File: config.mk
export PLATFORM = sky130hd
export DESIGN_NAME = cidc_top
export DESIGN_NICKNAME = d
export VERILOG_FILES = /design/src/core/cidc_sync_pipe.v /design/src/core/cidc_prescaler.v /design/src/core/cidc_top.v
export VERILOG_INCLUDE_DIRS = /design/src /design/src/pkg
export SDC_FILE = /design/constraint.sdc
export NUM_CORES = 1
export LEC_CHECK = 0
export ABC_AREA = 1
export BUFFER_PORTS_ARGS = -buffer_cell sky130_fd_sc_hd__buf_2
export CAP_MARGIN = 20
export CORE_UTILIZATION = 45
export DETAILED_ROUTE_END_ITERATION = 7
export HOLD_SLACK_MARGIN = 0.08
export PLACE_DENSITY = 0.67
export SETUP_SLACK_MARGIN = 0.4
export SYNTH_ARGS = -nofsm -noshare
export SYNTH_HDL_FRONTEND = slang
export SYNTH_SLANG_ARGS = --single-unit
File: constraint.sdc
create_clock -name ref_clk_in -period 2.1 [get_ports ref_clk_in]
set_clock_uncertainty 0.1 [all_clocks]
set_input_delay 0.105 -clock ref_clk_in [delete_from_list [all_inputs] [get_ports ref_clk_in]]
set_output_delay 0.105 -clock ref_clk_in [all_outputs]
set_load 0.005 [all_outputs]
File: src/pkg/cidc_map.vh
// Purpose: Register offsets, field positions and reset values for the
//          clock input divider control block.
// Assumes: 10-bit register address, 8-bit register data.
// Notes:   Definitions only.
`ifndef CIDC_MAP_VH
`define CIDC_MAP_VH

// ---------------------------------------------------------------
// Register offsets
// ---------------------------------------------------------------
`define CIDC_ADDR_W            10
`define CIDC_OFF_PRESCALE      10'h1E0
`define CIDC_OFF_INCTRL        10'h1E1
`define CIDC_OFF_SYSCTRL       10'h230
`define CIDC_OFF_UPDATE        10'h232
`define CIDC_OFF_ACTIVE_PRE    10'h240
`define CIDC_OFF_ACTIVE_IN     10'h241
`define CIDC_OFF_ACTIVE_SYS    10'h242
`define CIDC_OFF_STATUS        10'h243

// ---------------------------------------------------------------
// Field positions
// ---------------------------------------------------------------
`define CIDC_IN_BYPASS         0
`define CIDC_IN_SEL_OSC        1
`define CIDC_IN_PD_SRC         2
`define CIDC_IN_PD_OSCIF       3
`define CIDC_IN_PD_SECTION     4
`define CIDC_SYS_SOFT_SYNC     0
`define CIDC_SYS_PD_DISTREF    1
`define CIDC_SYS_PD_SYNC       2
`define CIDC_UPD_GO            0

// ---------------------------------------------------------------
// Reset values
// ---------------------------------------------------------------
`define CIDC_RST_PRESCALE      8'h02
`define CIDC_RST_INCTRL        8'h00
`define CIDC_RST_SYSCTRL       8'h00
`define CIDC_RATIO_LAST_DIV    3'h4
`define CIDC_RATIO_BASE        3'h2

`endif

File: src/core/cidc_sync_pipe.v
// Purpose: Two-flop synchroniser for one level input from a pin.
// Assumes: Single clock, synchronous active-high reset.
// Notes:   First stage feeds only the second stage.
`timescale 1ns/1ps
`default_nettype none
module cidc_sync_pipe #(
  parameter RST_VAL = 1'b1
) (
  input  wire ref_clk_in,
  input  wire rst_in,
  input  wire async_in,
  output reg  sync_out
);
  reg stage1;

  always @(posedge ref_clk_in) begin
    if (rst_in) begin
      stage1   <= RST_VAL;
      sync_out <= RST_VAL;
    end else begin
      stage1   <= async_in;
      sync_out <= stage1;
    end
  end
endmodule
`default_nettype wire

File: src/core/cidc_prescaler.v
// Purpose: Integer divider by 2 to 6 with static hold and bypass.
// Assumes: Divided clock is a qualified enable-style output.
// Notes:   Ratio codes above the last divide hold the output.
`timescale 1ns/1ps
`default_nettype none
`include "cidc_map.vh"
module cidc_prescaler (
  input  wire       ref_clk_in,
  input  wire       rst_in,
  input  wire       src_clk_in,
  input  wire [2:0] ratio_in,
  input  wire       bypass_in,
  input  wire       hold_in,
  input  wire       restart_in,
  output reg        div_out
);
  reg  [2:0] count;
  reg        src_last;
  wire       src_rise;
  wire [2:0] div_n;
  wire [2:0] half_n;

  assign src_rise = src_clk_in & ~src_last;
  assign div_n    = ratio_in + `CIDC_RATIO_BASE;
  assign half_n   = {1'b0, div_n[2:1]};

  always @(posedge ref_clk_in) begin
    if (rst_in) begin
      count    <= 3'h0;
      src_last <= 1'b0;
      div_out  <= 1'b0;
    end else begin
      src_last <= src_clk_in;
      if (hold_in || restart_in) begin
        count   <= 3'h0;
        div_out <= 1'b0;
      end else if (bypass_in) begin
        count   <= 3'h0;
        div_out <= src_clk_in;
      end else if (ratio_in > `CIDC_RATIO_LAST_DIV) begin
        count   <= count;
        div_out <= div_out;
      end else if (src_rise) begin
        if (count >= div_n - 3'h1) begin
          count <= 3'h0;
        end else begin
          count <= count + 3'h1;
        end
        div_out <= (count + 3'h1 >= half_n) && (count != div_n - 3'h1);
      end
    end
  end
endmodule
`default_nettype wire

File: src/core/cidc_top.v
// Purpose: Clock input source select, prescaler, power-down and sync
//          control with buffered and active register banks.
// Assumes: Source clocks are sampled as levels on ref_clk_in.
// Notes:   Read data appear the cycle after the read strobe.
//
// Summary of operation
// - Ratio codes 0-4 divide by 2-6, reset 010; codes 5-7 hold static.
// - Input control bit 4 powers down buffer, prescaler and tree.
// - Input control bit 3 powers down the oscillator interface block.
// - Input control bit 2 powers down oscillator and external input.
// - Input control bit 1 selects oscillator when 1, external when 0.
// - Input control bit 0 bypasses the prescaler when set and the external input is selected.
// - System bit 2 powers down the sync circuitry.
// - System bit 1 powers down the distribution reference.
// - Soft sync bit high holds selected channels static.
// - Soft sync falling edge triggers a channel sync.
// - Soft sync behaves as the sync pin with inverted polarity.
// - Writing 1 to update bit 0 copies buffered into active registers.
// - Update bit clears itself after the transfer.
`timescale 1ns/1ps
`default_nettype none
`include "cidc_map.vh"
module cidc_top (
  input  wire                    ref_clk_in,
  input  wire                    rst_in,
  input  wire [`CIDC_ADDR_W-1:0] addr_in,
  input  wire [7:0]              wdata_in,
  input  wire                    wr_in,
  input  wire                    rd_in,
  output reg  [7:0]              rdata_out,
  input  wire                    ext_clk_in,
  input  wire                    osc_clk_in,
  input  wire                    sync_n_in,
  output reg                     div_clk_out,
  output reg                     pd_section_out,
  output reg                     pd_osc_if_out,
  output reg                     pd_src_out,
  output reg                     pd_sync_out,
  output reg                     pd_dist_ref_out,
  output reg                     sel_osc_out,
  output reg                     bypass_out,
  output reg                     sync_hold_out,
  output reg                     sync_pulse_out,
  output reg                     bypass_conflict_out
);

  // ---------------------------------------------------------------
  // Input synchronisers
  // ---------------------------------------------------------------
  wire ext_clk_s;
  wire osc_clk_s;
  wire sync_n_s;

  cidc_sync_pipe #(.RST_VAL(1'b0)) u_sync_ext (
    .ref_clk_in (ref_clk_in),
    .rst_in     (rst_in),
    .async_in   (ext_clk_in),
    .sync_out   (ext_clk_s)
  );

  cidc_sync_pipe #(.RST_VAL(1'b0)) u_sync_osc (
    .ref_clk_in (ref_clk_in),
    .rst_in     (rst_in),
    .async_in   (osc_clk_in),
    .sync_out   (osc_clk_s)
  );

  cidc_sync_pipe #(.RST_VAL(1'b1)) u_sync_pin (
    .ref_clk_in (ref_clk_in),
    .rst_in     (rst_in),
    .async_in   (sync_n_in),
    .sync_out   (sync_n_s)
  );

  // ---------------------------------------------------------------
  // Buffered and active register banks
  // ---------------------------------------------------------------
  reg  [7:0] buf_pre;
  reg  [7:0] buf_in;
  reg  [7:0] buf_sys;
  reg  [7:0] act_pre;
  reg  [7:0] act_in;
  reg  [7:0] act_sys;
  reg        update_go;
  wire       wr_pre;
  wire       wr_in_reg;
  wire       wr_sys;
  wire       wr_upd;

  function hit;
    input [`CIDC_ADDR_W-1:0] a;
    input [`CIDC_ADDR_W-1:0] off;
    begin
      hit = (a == off);
    end
  endfunction

  assign wr_pre    = wr_in && hit(addr_in, `CIDC_OFF_PRESCALE);
  assign wr_in_reg = wr_in && hit(addr_in, `CIDC_OFF_INCTRL);
  assign wr_sys    = wr_in && hit(addr_in, `CIDC_OFF_SYSCTRL);
  assign wr_upd    = wr_in && hit(addr_in, `CIDC_OFF_UPDATE);

  always @(posedge ref_clk_in) begin
    if (rst_in) begin
      buf_pre <= `CIDC_RST_PRESCALE;
      buf_in  <= `CIDC_RST_INCTRL;
      buf_sys <= `CIDC_RST_SYSCTRL;
    end else begin
      if (wr_pre) begin
        buf_pre <= {5'h00, wdata_in[2:0]};
      end
      if (wr_in_reg) begin
        buf_in <= {3'h0, wdata_in[4:0]};
      end
      if (wr_sys) begin
        buf_sys <= {5'h00, wdata_in[2:0]};
      end
    end
  end

  // Update pulses for one cycle then clears itself
  always @(posedge ref_clk_in) begin
    if (rst_in) begin
      update_go <= 1'b0;
    end else begin
      update_go <= wr_upd && wdata_in[`CIDC_UPD_GO];
    end
  end

  always @(posedge ref_clk_in) begin
    if (rst_in) begin
      act_pre <= `CIDC_RST_PRESCALE;
      act_in  <= `CIDC_RST_INCTRL;
      act_sys <= `CIDC_RST_SYSCTRL;
    end else if (update_go) begin
      act_pre <= buf_pre;
      act_in  <= buf_in;
      act_sys <= buf_sys;
    end
  end

  // ---------------------------------------------------------------
  // Active control decode
  // ---------------------------------------------------------------
  wire pd_section;
  wire pd_osc_if;
  wire pd_src;
  wire sel_osc;
  wire bypass;
  wire pd_sync;
  wire pd_dist_ref;
  wire soft_sync;

  assign pd_section  = act_in[`CIDC_IN_PD_SECTION];
  assign pd_osc_if   = act_in[`CIDC_IN_PD_OSCIF];
  assign pd_src      = act_in[`CIDC_IN_PD_SRC];
  assign sel_osc     = act_in[`CIDC_IN_SEL_OSC];
  assign bypass      = act_in[`CIDC_IN_BYPASS];
  assign pd_sync     = act_sys[`CIDC_SYS_PD_SYNC];
  assign pd_dist_ref = act_sys[`CIDC_SYS_PD_DISTREF];
  assign soft_sync   = act_sys[`CIDC_SYS_SOFT_SYNC];

  // ---------------------------------------------------------------
  // Source selection and prescaler
  // ---------------------------------------------------------------
  reg  src_clk;
  wire div_clk;
  wire path_dead;

  // Oscillator path also dies with its interface block
  assign path_dead = pd_section || pd_src || (sel_osc && pd_osc_if);

  always @* begin
    if (path_dead) begin
      src_clk = 1'b0;
    end else if (sel_osc) begin
      src_clk = osc_clk_s;
    end else begin
      src_clk = ext_clk_s;
    end
  end

  // ---------------------------------------------------------------
  // Sync combine
  // ---------------------------------------------------------------
  reg  hold_last;
  wire hold_now;
  wire sync_pulse;

  // Soft bit is the pin with reversed polarity
  assign hold_now   = !pd_sync && (soft_sync || !sync_n_s);
  assign sync_pulse = hold_last && !hold_now && !pd_sync;

  always @(posedge ref_clk_in) begin
    if (rst_in) begin
      hold_last <= 1'b0;
    end else begin
      hold_last <= hold_now;
    end
  end

  // Bypass ignored on the oscillator path
  cidc_prescaler u_pre (
    .ref_clk_in (ref_clk_in),
    .rst_in     (rst_in),
    .src_clk_in (src_clk),
    .ratio_in   (act_pre[2:0]),
    .bypass_in  (bypass && !sel_osc),
    .hold_in    (path_dead),
    .restart_in (sync_pulse),
    .div_out    (div_clk)
  );

  // ---------------------------------------------------------------
  // Registered outputs
  // ---------------------------------------------------------------
  always @(posedge ref_clk_in) begin
    if (rst_in) begin
      div_clk_out         <= 1'b0;
      pd_section_out      <= 1'b0;
      pd_osc_if_out       <= 1'b0;
      pd_src_out          <= 1'b0;
      pd_sync_out         <= 1'b0;
      pd_dist_ref_out     <= 1'b0;
      sel_osc_out         <= 1'b0;
      bypass_out          <= 1'b0;
      sync_hold_out       <= 1'b0;
      sync_pulse_out      <= 1'b0;
      bypass_conflict_out <= 1'b0;
    end else begin
      div_clk_out         <= div_clk;
      pd_section_out      <= pd_section;
      pd_osc_if_out       <= pd_osc_if;
      pd_src_out          <= pd_src;
      pd_sync_out         <= pd_sync;
      pd_dist_ref_out     <= pd_dist_ref;
      sel_osc_out         <= sel_osc;
      bypass_out          <= bypass && !sel_osc;
      sync_hold_out       <= hold_now;
      sync_pulse_out      <= sync_pulse;
      bypass_conflict_out <= bypass && sel_osc;
    end
  end

  // ---------------------------------------------------------------
  // Register read port
  // ---------------------------------------------------------------
  reg [7:0] next_rdata;

  always @* begin
    next_rdata = 8'h00;
    if (rd_in) begin
      case (addr_in)
        `CIDC_OFF_PRESCALE:   next_rdata = buf_pre;
        `CIDC_OFF_INCTRL:     next_rdata = buf_in;
        `CIDC_OFF_SYSCTRL:    next_rdata = buf_sys;
        `CIDC_OFF_UPDATE:     next_rdata = 8'h00;
        `CIDC_OFF_ACTIVE_PRE: next_rdata = act_pre;
        `CIDC_OFF_ACTIVE_IN:  next_rdata = act_in;
        `CIDC_OFF_ACTIVE_SYS: next_rdata = act_sys;
        `CIDC_OFF_STATUS:     next_rdata = {5'h00, sync_n_s, hold_now,
                                            div_clk};
        default:              next_rdata = 8'h00;
      endcase
    end
  end

  always @(posedge ref_clk_in) begin
    if (rst_in) begin
      rdata_out <= 8'h00;
    end else begin
      rdata_out <= next_rdata;
    end
  end
endmodule
`default_nettype wire

==> flow_metrics.tcl <==
set metrics [dict create \
    antenna_found_initial 0 \
    ioPinCount 44 \
    clock_latency_ns 0.31 \
    cts_buffers 5 \
    portBuffers 37 \
    cts.sinks 50 \
    vias 2156 \
    seq_area_mm2 0.00101 \
    finalCriticalPeriod_ns 1.78 \
    cp.arrival_ns 1.89 \
    setup_viol 0 \
    dr.pass1.iters 4 \
    ys_warn_count 0 \
    htreeDepth 2 \
    layout.nets 401 \
    multi_input_area_mm2 0.00114 \
    power_density_mw_per_mm2 655 \
    place_congestion 0.834 \
    worstPathRequired_ns 2.21 \
    worstHoldPathType "primary input to register" \
    endpoint_kind "register" \
    layout-drive-gt1-share 0.233 \
    crit_path_max_fanout 4 \
    wl_met3_um 296 \
    synthDistinctLibCells 29 \
    post-dp-hpwl_um 3730 \
    rrSetupSlack_ns 0.32 \
    via_per_inst 4.94 \
    outcome "completed" \
    finalPower_mw 1.93 \
    start_kind "register" \
    start_util 0.475 \
    globalRouteOverflowTotal 0 \
    fp.dieW_um 73.3 \
    grt_max_degree 21 \
    ys_seq_elements 50 \
    hold_violations 0 \
    finalWirelength_um 5450 \
    final.setup.tns_ns 0 \
    cts_tree "done" \
    die-area_mm2 0.00537 \
    drv_cap 0 \
    post-route-drc-count 0 \
    ir_worst_vdd_mv 0.311 \
    cts-root-buf "clkbuf_8" \
    grt_usage 0.214 \
    clk_pin_slew_ns 0.09 \
    p_leak_nw 1.32 \
    coreArea_mm2 0.00482 \
    netlist_area_mm2 0.00229 \
    die_y_um 73.3 \
    diodes 0 \
    clockBufferDepth 2 \
    synth-seq-area-share 0.438 \
    ant_nets 0 \
    nFillCells 448 \
    first_global_vias 1898 \
    rsz0062_at_grt "yes" \
    drt-met1-wl_um 2480 \
    routed-wl-met2_um 2600 \
    avgSynthCellArea_um2 7.40 \
    clock.fmax_mhz 561 \
    syn_inst 309 \
    drtIter0Drc 128 \
    crit_type "register to register" \
    areaGrowthSynthToFinish_pct 28.8 \
    wl_per_cell_um 12.5 \
    fin_crit_sh 0.849 \
    maxSlewViolCount 0 \
    grt_pass1_wl_um 8690 \
    row_count 25 \
    highest_layer "met4" \
]
layer usage:
layer,vias up,GRT usage
li1,1102,-
met1,976,0.289
met2,69,0.337
met3,9,0.0412
met4,0,0.0806
met5,-,0
placed cells by master, fill, tap and decap left out, types with 12 or more instances in the layout:
master / n
nand2_1: 35
o21ai_0: 24
inv_1: 41
nand3_1: 16
nand4_1: 12
dfxtp_1: 46
a21oi_1: 24
nor2_1: 54
buf_2: 37
dlygate4sd3_1: 14
cells in the mapped netlist, drive strengths merged:
| cell type | number | share of area |
|---|---|---|
| nor2 | 63 | 0.13 |
| dfxtp | 50 | 0.44 |
| inv | 48 | 0.080 |
| nand2 | 38 | 0.067 |
| o21ai | 28 | 0.061 |
| a21oi | 24 | 0.053 |
| nand3 | 17 | 0.039 |
| nand4 | 12 | 0.033 |
| ha | 8 | 0.044 |
| buf | 5 | 0.015 |
| clkbuf | 4 | 0.0066 |
| nor3 | 3 | 0.0088 |
| o211ai | 2 | 0.0066 |
| or2 | 2 | 0.0055 |
| xnor2 | 2 | 0.0077 |
| conb | 1 | 0.0016 |
| nand3b | 1 | 0.0033 |
| xor2 | 1 | 0.0038 |
report_power, final:
group	internal, mW	switching [mW]
combinational	0.0660	0.0898
clock	0.477	0.331
sequential	0.957	0.00746
total	1.50	0.428
state kept, by name, indices dropped and copies added, names as in the netlist, 3 cells and up:
| register | count |
|---|---|
| buf_pre | 3 |
| rdata_out | 5 |
| act_in | 5 |
| act_sys | 3 |
| buf_in | 5 |
| buf_sys | 3 |
| u_pre.count | 3 |
| act_pre | 3 |
through the flow:
step                      area (µm²)  cells  hold slack [ns]  worst slack, ns  utilization
final                           2950    436            0.107            0.318        0.611
after global routing            2950    436            0.108            0.172        0.611
after CTS                       2870    433           0.0821            0.320        0.595
after detailed placement        2540    409            0.195            0.257        0.526
after global placement          2540    409            0.191            0.285        0.526
after floorplan                 2290    311            0.109            0.402            -
layout make-up:
cell class	instances	area share
clock buffer	5	0.0234
clock inverter	3	0.0234
inverter	48	0.0637
multi-input combinational	204	0.388
sequential	50	0.342
tap	67	0.0285
timing repair buffer	59	0.131
logic make-up (layout without fill, tap and decap cells):
kind of cell,count (synthesis),count (layout),share of synthesized area
flops,50,50,0.438
compound gates,54,54,0.120
other cells,1,3,0.00164
simple gates,136,136,0.284
buf+inv,57,115,0.101
fa+ha+maj,8,8,0.0438
xor+xnor,3,3,0.0115
worst max-delay path: stages (launching register included):
cell	delay [ns]
dfxtp_4	0.42
inv_4	0.06
ha_4	0.25
inv_2	0.04
ha_4	0.26
nand2_2	0.06
o211ai_1	0.26
nor2_1	0.09
nor2_1	0.10
nor2_1	0.04
worst paths after layout:
kind                                      from                        endpoint  depth (start not counted)
hold / removal                           rd_in         rdata_out[3]$_SDFF_PP0_                          3
hold reg to reg   u_sync_ext.stage1$_SDFF_PP0_  u_sync_ext.sync_out$_SDFF_PP0_                          2
setup / recovery       act_pre[1]$_SDFFE_PP1P_     u_pre.count[0]$_SDFFE_PP0P_                          9
setup reg to reg       act_pre[1]$_SDFFE_PP1P_     u_pre.count[0]$_SDFFE_PP0P_                          9
repair_timing:
| item | in CTS | in global routing |
|---|---|---|
| setup endpoints to repair | 3 | 11 |
| cloned | 0 | 0 |
| pin swaps | 8 | 17 |
| hold endpoints to repair | 21 | 0 |
| hold buffers | 14 | 0 |
| buffers inserted | 2 | 3 |
| gates resized for setup | 10 | 12 |
Note: power is estimated with default switching activity, not from simulation.
